`src/verilog/wguard_pkg.sv`:
```
package wguard_pkg;

    // ------------------------------------------------------------
    // Bus geometry
    // ------------------------------------------------------------
    localparam int ADDR_W   = 8;
    localparam int DATA_W   = 32;
    localparam int PROT_NUM = 7;
    localparam int PROT_W   = 8;
    localparam int EVT_W    = 2;

    // ------------------------------------------------------------
    // Register byte offsets
    // ------------------------------------------------------------
    localparam logic [ADDR_W-1:0] CMD_OFS       = 8'h00; // protection_command_register, write only
    localparam logic [ADDR_W-1:0] SYS_OFS       = 8'h04; // system_status_register
    localparam logic [ADDR_W-1:0] ISTAT_OFS     = 8'h08; // Interrupt status, write one to clear
    localparam logic [ADDR_W-1:0] IMASK_OFS     = 8'h0c; // Interrupt mask
    localparam logic [ADDR_W-1:0] PROT_BASE_OFS = 8'h10; // First guarded register
    localparam logic [ADDR_W-1:0] PROT_STRIDE   = 8'h04;

    // ------------------------------------------------------------
    // Guarded register slots, offset = base + stride * slot
    // ------------------------------------------------------------
    localparam int SLOT_POWER_SAVE   = 0; // power_save_control_register
    localparam int SLOT_CLOCK_CTRL   = 1; // clock_control_register
    localparam int SLOT_CPU_CLOCK    = 2; // processor_clock_control_register
    localparam int SLOT_CLOCK_MON    = 3; // clock_monitor_mode_register
    localparam int SLOT_RESET_SOURCE = 4; // reset_source_flag_register
    localparam int SLOT_RAM_STATUS   = 5; // internal_ram_status_register
    localparam int SLOT_DEBUG_MODE   = 6; // on_chip_debug_mode_register

    // ------------------------------------------------------------
    // Fields and reset values
    // ------------------------------------------------------------
    localparam int                ERR_BIT    = 0; // protection_error_flag in system status
    localparam logic [PROT_W-1:0] PROT_RST   = 8'h00;
    localparam logic [PROT_W-1:0] SYS_RST    = 8'h00;
    localparam logic [PROT_W-1:0] CMD_RDATA  = 8'h00; // Command register reads carry no meaning
    localparam logic [EVT_W-1:0]  EVT_RST    = 2'h0;

    // ------------------------------------------------------------
    // Types
    // ------------------------------------------------------------
    typedef enum logic [1:0] {
        BITOP_NONE = 2'b00,
        BITOP_SET  = 2'b01,
        BITOP_CLR  = 2'b10,
        BITOP_INV  = 2'b11
    } bitop_t;

    typedef logic [PROT_NUM-1:0][PROT_W-1:0] prot_bank_t;

    typedef struct packed {
        logic prot_done;
        logic prot_err;
    } evt_t;

endpackage

```
`src/verilog/special_register_write_guard.sv`:
```
// Design decisions made here: the placing of the registers and the Avalon-MM interface to the registers.
`timescale 1ns/1ns
// Summary of operation
// - Seven registers are write protected
// - Protected write only directly after command write
// - Broken sequence recorded in system status
// - Store and bit instructions both unlock
// - Protected registers readable without unlock
// - Interrupt acknowledge held after command write
// - Error: unarmed protected or armed other write
// - Reads between leave unlock intact
// - Reset or written zero clears error
// - Command register eight bit write only
module special_register_write_guard (
    input  wire logic                              clk_i,
    input  wire logic                              rstn_i,
    input  wire logic [wguard_pkg::ADDR_W-1:0]     avs_address_i,
    input  wire logic                              avs_read_i,
    input  wire logic                              avs_write_i,
    input  wire logic [wguard_pkg::DATA_W-1:0]     avs_writedata_i,
    input  wire wguard_pkg::bitop_t                avs_bitop_i,
    output logic      [wguard_pkg::DATA_W-1:0]     avs_readdata_o,
    output logic                                   avs_waitrequest_o,
    output wguard_pkg::prot_bank_t                 prot_regs_o,
    output logic      [wguard_pkg::PROT_NUM-1:0]   prot_wr_o,
    output logic                                   int_hold_o,
    output logic                                   irq_o
);
    import wguard_pkg::*;

    // ------------------------------------------------------------
    // Bus slave handshake
    // ------------------------------------------------------------
    logic                ack_q;
    logic                req;
    logic                wr_go;
    logic [DATA_W-1:0]   rdata_q;

    assign req               = avs_read_i | avs_write_i;
    assign avs_waitrequest_o = req & ~ack_q;  // One wait cycle on every access
    assign wr_go             = avs_write_i & ack_q;
    assign avs_readdata_o    = rdata_q;

    // Acknowledge flop, high for one cycle per access
    always_ff @(posedge clk_i or negedge rstn_i) begin
        if (!rstn_i) begin
            ack_q <= 1'b0;
        end else begin
            ack_q <= req & ~ack_q;
        end
    end

    // ------------------------------------------------------------
    // Address decode
    // ------------------------------------------------------------
    logic [PROT_NUM-1:0] prot_hit;
    logic                is_cmd;
    logic                is_sys;
    logic                is_ist;
    logic                is_imk;
    logic                is_prot;

    assign is_cmd  = avs_address_i == CMD_OFS;
    assign is_sys  = avs_address_i == SYS_OFS;
    assign is_ist  = avs_address_i == ISTAT_OFS;
    assign is_imk  = avs_address_i == IMASK_OFS;
    assign is_prot = |prot_hit;

    // State and storage of the guarded bank
    prot_bank_t          prot_q;
    logic [PROT_NUM-1:0] prot_wr_q;
    logic                armed_q;
    logic                err_q;
    evt_t                ist_q;
    evt_t                imk_q;
    logic [PROT_W-1:0]   cur_val;
    logic [PROT_W-1:0]   wval;
    logic                accept;
    logic                err_evt;
    logic                err_clr;

    genvar gi;
    generate
        for (gi = 0; gi < PROT_NUM; gi++) begin : g_slot
            assign prot_hit[gi] = avs_address_i == PROT_BASE_OFS + PROT_STRIDE * ADDR_W'(gi);

            always_ff @(posedge clk_i or negedge rstn_i) begin
                if (!rstn_i) begin
                    prot_q[gi] <= PROT_RST;
                end else if (accept && prot_hit[gi]) begin
                    prot_q[gi] <= wval;
                end
            end
        end
    endgenerate

    // ------------------------------------------------------------
    // Readback and write data
    // ------------------------------------------------------------
    // Current value of the addressed register
    always_comb begin
        cur_val = 8'h00;
        if (is_cmd) cur_val = CMD_RDATA;
        if (is_sys) cur_val = {7'h00, err_q};
        if (is_ist) cur_val = {6'h00, ist_q};
        if (is_imk) cur_val = {6'h00, imk_q};
        for (int i = 0; i < PROT_NUM; i++) begin
            if (prot_hit[i]) cur_val = prot_q[i];
        end
    end

    bit_modify u_mod (
        .cur_i   (cur_val),
        .wdata_i (avs_writedata_i[7:0]),
        .op_i    (avs_bitop_i),
        .res_o   (wval)
    );

    // Read data captured in the wait cycle, stands at the completing edge
    always_ff @(posedge clk_i or negedge rstn_i) begin
        if (!rstn_i) begin
            rdata_q <= 32'h0000_0000;
        end else if (avs_read_i && !ack_q) begin
            rdata_q <= {24'h00_0000, cur_val};
        end
    end

    // ------------------------------------------------------------
    // Unlock sequence
    // ------------------------------------------------------------
    // next write consumes unlock
    assign accept  = wr_go & is_prot & armed_q;
    assign err_evt = wr_go & ((is_prot & ~armed_q) | (armed_q & ~is_prot));
    assign err_clr = wr_go & is_sys & ~wval[ERR_BIT];

    // reset disarms; any write rearms or disarms
    always_ff @(posedge clk_i or negedge rstn_i) begin
        if (!rstn_i) begin
            armed_q <= 1'b0;
        end else if (wr_go) begin
            armed_q <= is_cmd;
        end
    end

    assign int_hold_o = armed_q;

    always_ff @(posedge clk_i or negedge rstn_i) begin
        if (!rstn_i) begin
            err_q <= SYS_RST[ERR_BIT];
        end else if (err_clr) begin
            err_q <= 1'b0;
        end else if (err_evt) begin
            err_q <= 1'b1;
        end
    end

    // Strobe of accepted guarded writes
    always_ff @(posedge clk_i or negedge rstn_i) begin
        if (!rstn_i) begin
            prot_wr_q <= '0;
        end else begin
            prot_wr_q <= accept ? prot_hit : '0;
        end
    end

    assign prot_regs_o = prot_q;
    assign prot_wr_o   = prot_wr_q;

    // ------------------------------------------------------------
    // Interrupt status and mask
    // ------------------------------------------------------------
    evt_t evt;
    assign evt.prot_done = accept;
    assign evt.prot_err  = err_evt;

    // Sticky events, new event wins over write-one clear
    always_ff @(posedge clk_i or negedge rstn_i) begin
        if (!rstn_i) begin
            ist_q <= EVT_RST;
        end else if (wr_go && is_ist) begin
            ist_q <= (ist_q & ~wval[EVT_W-1:0]) | evt;
        end else begin
            ist_q <= ist_q | evt;
        end
    end

    // Mask register
    always_ff @(posedge clk_i or negedge rstn_i) begin
        if (!rstn_i) begin
            imk_q <= EVT_RST;
        end else if (wr_go && is_imk) begin
            imk_q <= wval[EVT_W-1:0];
        end
    end

    assign irq_o = |(ist_q & imk_q);
endmodule

```
`src/verilog/bit_modify.sv`:
```
`timescale 1ns/1ns
module bit_modify (
    input  wire logic [7:0]            cur_i,
    input  wire logic [7:0]            wdata_i,
    input  wire wguard_pkg::bitop_t    op_i,
    output logic      [7:0]            res_o
);
    import wguard_pkg::*;

    logic [7:0] sel;

    // One-hot mask of the addressed bit
    assign sel = 8'h01 << wdata_i[2:0];

    // Plain store or single-bit set, clear, invert
    always_comb begin
        case (op_i)
            BITOP_SET: res_o = cur_i | sel;
            BITOP_CLR: res_o = cur_i & ~sel;
            BITOP_INV: res_o = cur_i ^ sel;
            default:   res_o = wdata_i;
        endcase
    end
endmodule

```
`config.mk`:
```
export PLATFORM = sky130hd
export DESIGN_NAME = special_register_write_guard
export DESIGN_NICKNAME = d
export VERILOG_FILES = /design/src/verilog/wguard_pkg.sv /design/src/verilog/special_register_write_guard.sv /design/src/verilog/bit_modify.sv
export SDC_FILE = /design/constraint.sdc
export NUM_CORES = 1
export LEC_CHECK = 0
export CORE_MARGIN = 2
export CORE_UTILIZATION = 60
export DETAILED_ROUTE_END_ITERATION = 10
export DONT_BUFFER_PORTS = 1
export GPL_TIMING_DRIVEN = 0
export PLACE_DENSITY = 0.76
export SETUP_SLACK_MARGIN = 0.02
export SLEW_MARGIN = 0
export SYNTH_ARGS = -nofsm -noshare
export SYNTH_HDL_FRONTEND = slang
export SYNTH_HIERARCHICAL = 1
export SYNTH_SLANG_ARGS = --single-unit
export TNS_END_PERCENT = 20
```
`constraint.sdc`:
```
create_clock -name clk_i -period 2.7 [get_ports clk_i]
set_input_delay 0.405 -clock clk_i [delete_from_list [all_inputs] [get_ports clk_i]]
set_output_delay 0.405 -clock clk_i [all_outputs]
set_load 0.1 [all_outputs]
```
==> results of run 1 <==
[stage by stage]
step / utilization / hold slack, ps
final: 0.733 / 256
after global routing: 0.733 / 247
after global placement: 0.656 / 112
after detailed placement: 0.661 / 112
after CTS: 0.723 / 246
after floorplan: - / 109
[cell families after synthesis]
kind of cell,count (synthesis),synth area share
mux,74,0.235
xor+xnor,1,0.00200
compound gates,47,0.0790
flops,78,0.446
fa+ha+maj,16,0.0458
simple gates,91,0.106
buf+inv,65,0.0858
other cells,1,0.000857
[flip-flops by register name (all words and copies together), names as in the netlist]
signal	count
prot_regs_o	56
err_q	1
int_hold_o	1
ack_q	1
ist_q	2
avs_readdata_o	8
imk_q	2
prot_wr_o	7
[power by group through the flow]
stage | clock, mW | combinational (mW) | sequential [mW]
after floorplan | 0 | 0.299 | 1.21
after detailed placement | 0 | 0.345 | 1.21
final | 0.920 | 0.394 | 1.19
after CTS | 0.923 | 0.387 | 1.19
after global placement | 0 | 0.328 | 1.21
after global routing | 0.985 | 0.417 | 1.19
[worst max-delay path, cell delays in order, from the launching register on]
cell and delay (ps):
dfrtp_4 630, mux4_2 530, nand3_2 110, o31ai_4 70, a22o_1 240, inv_1 70
ha_1 220, mux4_2 580, mux2_2 310
[timing repair]
item                                    CTS  global route
gates cloned                              1             0
hold buffers                              2             0
endpoints found under the setup margin   61            60
buffers inserted                          3             4
resized for setup                        56            10
endpoints found under the hold margin    78             0
pin swaps                                 9             3
[layout by cell type (no fill, tap or decap), types with 3 or more instances in the layout]
cell type  netlist  routed
nand3b_1         3       3
conb_1           1      24
o22ai_1          3       3
nand3_1          9       7
nor2_1          17      15
ha_1            16      15
dfrtp_1         78      31
nand2_1         37      37
a22o_1           3       3
mux2_4          10      12
o2111ai_1        3       3
o21ai_0         10       9
a21o_1           5       5
mux2_2          49      47
buf_6            4       5
inv_1           26      26
clkbuf_2         0       3
or3_1            3       3
nor3_1           4       3
clkbuf_8         0      11
mux4_2          14      15
buf_4           26      33
dfrtp_2          0      19
dfrtp_4          0      28
[final timing paths]
kind	start	end
worst max register to register	prot_regs_o[29]	prot_regs_o[5]
worst min-delay path	avs_write_i	ist_q[0]
min in group asynchronous	rstn_i	ist_q[1]
worst min register to register	ist_q[1]	ist_q[1]
max in group asynchronous	rstn_i	prot_regs_o[2]
worst max-delay path	prot_regs_o[29]	prot_regs_o[5]
[layout make-up]
cell class,instances,area [µm²]
Timing Repair Buffer,11,121
Multi-Input combinational cell,254,2290
Clock inverter,5,56.3
Clock buffer,11,151
Sequential cell,78,2080
Fill cell,524,1900
Inverter,27,101
Buffer,38,310
Tap cell,99,124
[per-layer routing]
metal	track usage	vias to the layer above	wire (µm)
li1	-	1378	-
met1	0.350	1585	4060
met2	0.479	156	5780
met3	0.0896	24	935
met4	0.118	0	248
met5	0	-	0
==> impl_metrics.env, run 1 <==
export IMPL_syn_to_final_growth_pct=19.6
export IMPL_drtIter0Drc=244
export IMPL_htreeDepth=3
export IMPL_worstSetupPathType="reg -> reg"
export IMPL_start_kind="register"
export IMPL_async_flop_share=1.00
export IMPL_ir_drop_uv=392
export IMPL_fin_cells=523
export IMPL_rr_worst_depth=8
export IMPL_crit_path_end_kind="register"
export IMPL_grt_pass1_vias=3067
export IMPL_die_h_um=89.4
export IMPL_combinationalPowerShare=0.157
export IMPL_dpl_worst_slack_ps=-713
export IMPL_core_area_um2=7140
export IMPL_firstDrtPassIters=5
export IMPL_critical_path_arrival_ps=3110
export IMPL_dpl_cell_area_um2=4720
export IMPL_final_max_slew_violation_count=0
export IMPL_synth_flop_cell="dfrtp_1"
export IMPL_clk_insertion_delay_late_ps=360
export IMPL_grt_setup_unrepaired="yes"
export IMPL_drc=0
export IMPL_grt_ovfl_total=0
export IMPL_grtUsageTotal=0.288
export IMPL_grt_max_degree=79
export IMPL_ys_seq_area_frac=0.446
export IMPL_die_w_um=89.4
export IMPL_fin_tns_setup_ps=-4940
export IMPL_p_sw_mw=0.742
export IMPL_antenna_left=0
export IMPL_required_ps=2950
export IMPL_diodes=0
export IMPL_ys_top_cells_by_count="78 x dfrtp_1, 49 x mux2_2, 37 x nand2_1, 26 x buf_4, 26 x inv_1"
export IMPL_fin_nets=481
export IMPL_post_route_period_util=1.06
export IMPL_ys_seq_elements=78
export IMPL_num_io_pins=144
export IMPL_netlist_area_um2=4370
export IMPL_netlist_top_cell_by_area="dfrtp_1"
export IMPL_synthCells=373
export IMPL_ys_types=52
export IMPL_synth_enable_flop_cells=0
export IMPL_synth_most_common_cell="dfrtp_1"
export IMPL_total_power_mw=2.50
export IMPL_hold_violations=0
export IMPL_synth_top_cells_by_area="dfrtp_1 45%, mux2_2 13%, mux4_2 7.2%"
export IMPL_wl_per_cell_um=21.1
export IMPL_drt_total_wl_um=11000
export IMPL_fmax_ghz=0.349
export IMPL_grt_pass1_wl_um=16800
export IMPL_min_path_cells=2
export IMPL_p_leak_nw=2.52
export IMPL_rrSetupSlack_ps=-170
export IMPL_numCtsBuffers=9
export IMPL_fin_area_um2=5230
export IMPL_root_buffer="clkbuf_8"
export IMPL_cts_tree="done"
export IMPL_via_count=3143
export IMPL_die_area_um2=7990
export IMPL_worst_pin_slew_ps=991
export IMPL_clk_pin_slew_ps=80
export IMPL_power_share_clock=0.367
export IMPL_cp_max_fo=7
export IMPL_start_util=0.613
export IMPL_clockBufferDepth=2
export IMPL_post_route_min_period_ps=2870
export IMPL_finClkSkew_ps=8.30
export IMPL_ys_warn_count=6
export IMPL_antenna_found_initial=0
export IMPL_maxCapViolCount=0
export IMPL_hold_path_class="in -> reg"
export IMPL_vias_per_cell=6.01
export IMPL_portBuffers=0
export IMPL_internal_power_mw=1.76
export IMPL_synth_top_cell_area_share=0.446
export IMPL_violations="setup timing"
export IMPL_gp_congestion=0.957
export IMPL_drive_above_1_share=0.495
export IMPL_clock_sinks=78
export IMPL_seq_power_share=0.475
export IMPL_power_density_nw_per_um2=479
export IMPL_setup_slack_ps=-168
export IMPL_finalSetupViolCount=42
export IMPL_max_slew_margin=0.339
export IMPL_switching_share=0.296
export IMPL_rows=31
export IMPL_hpwl_um=7580
export IMPL_outcome="finished with violations"
export IMPL_placed_cells=497
export IMPL_syn_avg_cell_area_um2=11.7
(Power assumes the default switching activity.)
==> run 2, diff against run 1 <==
Clock period 2.7 ns to 2.8 ns, I/O delays scaled along.
==> run 2 against run 1 <==
  * The flow still finishes with violations (setup timing)
  * Final cell count is 0.96% lower
  * Critical path depth is the same
  * Wire length decreased by 3.2%
  * Clock power shrank 7.7%
  * Sequential power down 3%
  * Flip-flop and latch count stayed put
==> impl_metrics.env, run 2 (synthesis gave the netlist of run 1 again) <==
export IMPL_largest_reg_flops=56
export IMPL_gp_congestion=0.948
export IMPL_cpPeakStageDelay_ps=630
export IMPL_power_density_nw_per_um2=457
export IMPL_start_kind="register"
export IMPL_finalSetupViolCount=24
export IMPL_outcome="finished with violations"
export IMPL_switching_share=0.295
export IMPL_core_area_um2=7140
export IMPL_crit_path_end_kind="register"
export IMPL_drt_total_wl_um=10700
export IMPL_die_w_um=89.4
export IMPL_antenna_found_initial=0
export IMPL_p_leak_nw=2.50
export IMPL_maxCapViolCount=0
export IMPL_antenna_left=0
export IMPL_root_buffer="clkbuf_8"
export IMPL_final_max_slew_violation_count=0
export IMPL_holdWs_ps=257
export IMPL_dpl_worst_slack_ps=-627
export IMPL_post_route_min_period_ps=2900
export IMPL_num_io_pins=144
export IMPL_p_sw_mw=0.697
export IMPL_via_count=3109
export IMPL_fin_area_um2=5160
export IMPL_clk_pin_slew_ps=80
export IMPL_vias_per_cell=6.00
export IMPL_grtUsageTotal=0.271
export IMPL_fmax_ghz=0.345
export IMPL_final_common_cell="mux2_2"
export IMPL_portBuffers=0
export IMPL_path_cells="mux4_2, nand3_2, o31ai_2, a22o_1, inv_1, ha_1, mux4_2, mux2_2"
export IMPL_rr_startpoint="prot_regs_o[30]"
export IMPL_die_h_um=89.4
export IMPL_die_area_um2=7990
export IMPL_worst_pin_slew_ps=994
export IMPL_grt_pass1_wl_um=15900
export IMPL_grt_pass1_vias=3046
export IMPL_grt_ovfl_total=0
export IMPL_grt_max_degree=79
export IMPL_cts_tree="done"
export IMPL_seq_power_share=0.486
export IMPL_fin_nets=476
export IMPL_clockBufferDepth=2
export IMPL_wl_per_cell_um=20.6
export IMPL_grt_setup_unrepaired="yes"
export IMPL_slowest_stage="dfrtp_4"
export IMPL_clock_sinks=78
export IMPL_critical_path_arrival_ps=3140
export IMPL_clk_insertion_delay_late_ps=350
export IMPL_cp_max_fo=7
export IMPL_most_common_layout_cells="42 x mux2_2, 36 x nand2_1, 31 x dfrtp_1"
export IMPL_internal_power_mw=1.67
export IMPL_post_route_period_util=1.04
export IMPL_cp_top_family="multiplexers"
export IMPL_finClkSkew_ps=5.19
export IMPL_critPathLaunch="prot_regs_o[30]"
export IMPL_firstDrtPassIters=5
export IMPL_power_share_clock=0.359
export IMPL_worstSetupPathType="reg -> reg"
export IMPL_numCtsBuffers=9
export IMPL_rows=31
export IMPL_syn_to_final_growth_pct=18.1
export IMPL_hold_path_class="in -> reg"
export IMPL_utilization=0.724
export IMPL_hp_start="avs_write_i"
export IMPL_drtIter0Drc=215
export IMPL_violations="setup timing"
export IMPL_rrSetupSlack_ps=-100
export IMPL_drive_above_1_share=0.492
export IMPL_hpwl_um=7560
export IMPL_ir_drop_uv=269
export IMPL_start_util=0.613
export IMPL_required_ps=3040
export IMPL_hold_violations=0
export IMPL_combinationalPowerShare=0.155
export IMPL_drc=0
export IMPL_critPathMostFrequentCell="mux4_2"
export IMPL_setup_slack_ps=-102
export IMPL_path_buf_inv=1
export IMPL_max_slew_margin=0.337
export IMPL_dpl_cell_area_um2=4680
export IMPL_htreeDepth=3
export IMPL_diodes=0
run 2: final timing paths:
check / endpoint / cells after the start
hold reg to reg: ist_q[1] / 1
min in group asynchronous: prot_regs_o[8] / 2
setup reg to reg: prot_regs_o[14] / 8
hold / removal: ist_q[0] / 2
max in group asynchronous: prot_regs_o[10] / 2
setup / recovery: prot_regs_o[14] / 8
run 2: metal layers:
metal / up-vias / part of all wire / global-route usage
met5: - / 0 / 0
li1: 1368 / - / -
met4: 0 / 0.021 / 0.102
met3: 21 / 0.087 / 0.0859
met1: 1560 / 0.39 / 0.345
met2: 160 / 0.51 / 0.436
run 2: cell type report:
class	instances	area, µm²
Buffer	38	303
Clock buffer	11	141
Clock inverter	5	58.8
Fill cell	522	1970
Inverter	27	101
Multi-Input combinational cell	253	2280
Sequential cell	78	2080
Tap cell	99	124
Timing Repair Buffer	7	78.8
run 2: repair_timing:
action                                 4_1_cts  5_1_grt
pin swaps                                    6        3
cloned                                       0        0
hold buffers                                 2        0
endpoints found under the hold margin       78        0
setup endpoints to repair                   61       55
setup buffers                                2        1
gates resized for setup                     74       16
run 2: power groups by stage:
stage               Clock, mW  Combinational, mW  Sequential [mW]
floorplan                   0              0.289             1.17
global placement            0              0.317             1.17
detailed placement          0              0.329             1.17
CTS                     0.858              0.362             1.15
global route            0.913              0.388             1.15
finish                  0.849              0.365             1.15
run 2: stage by stage:
stage	power [mW]	cells	setup TNS, ps
final	2.36	518	-911
after global routing	2.45	518	-4000
after CTS	2.37	517	-705
after detailed placement	1.50	497	-26690
after global placement	1.49	495	-24090
after floorplan	1.46	396	-2180
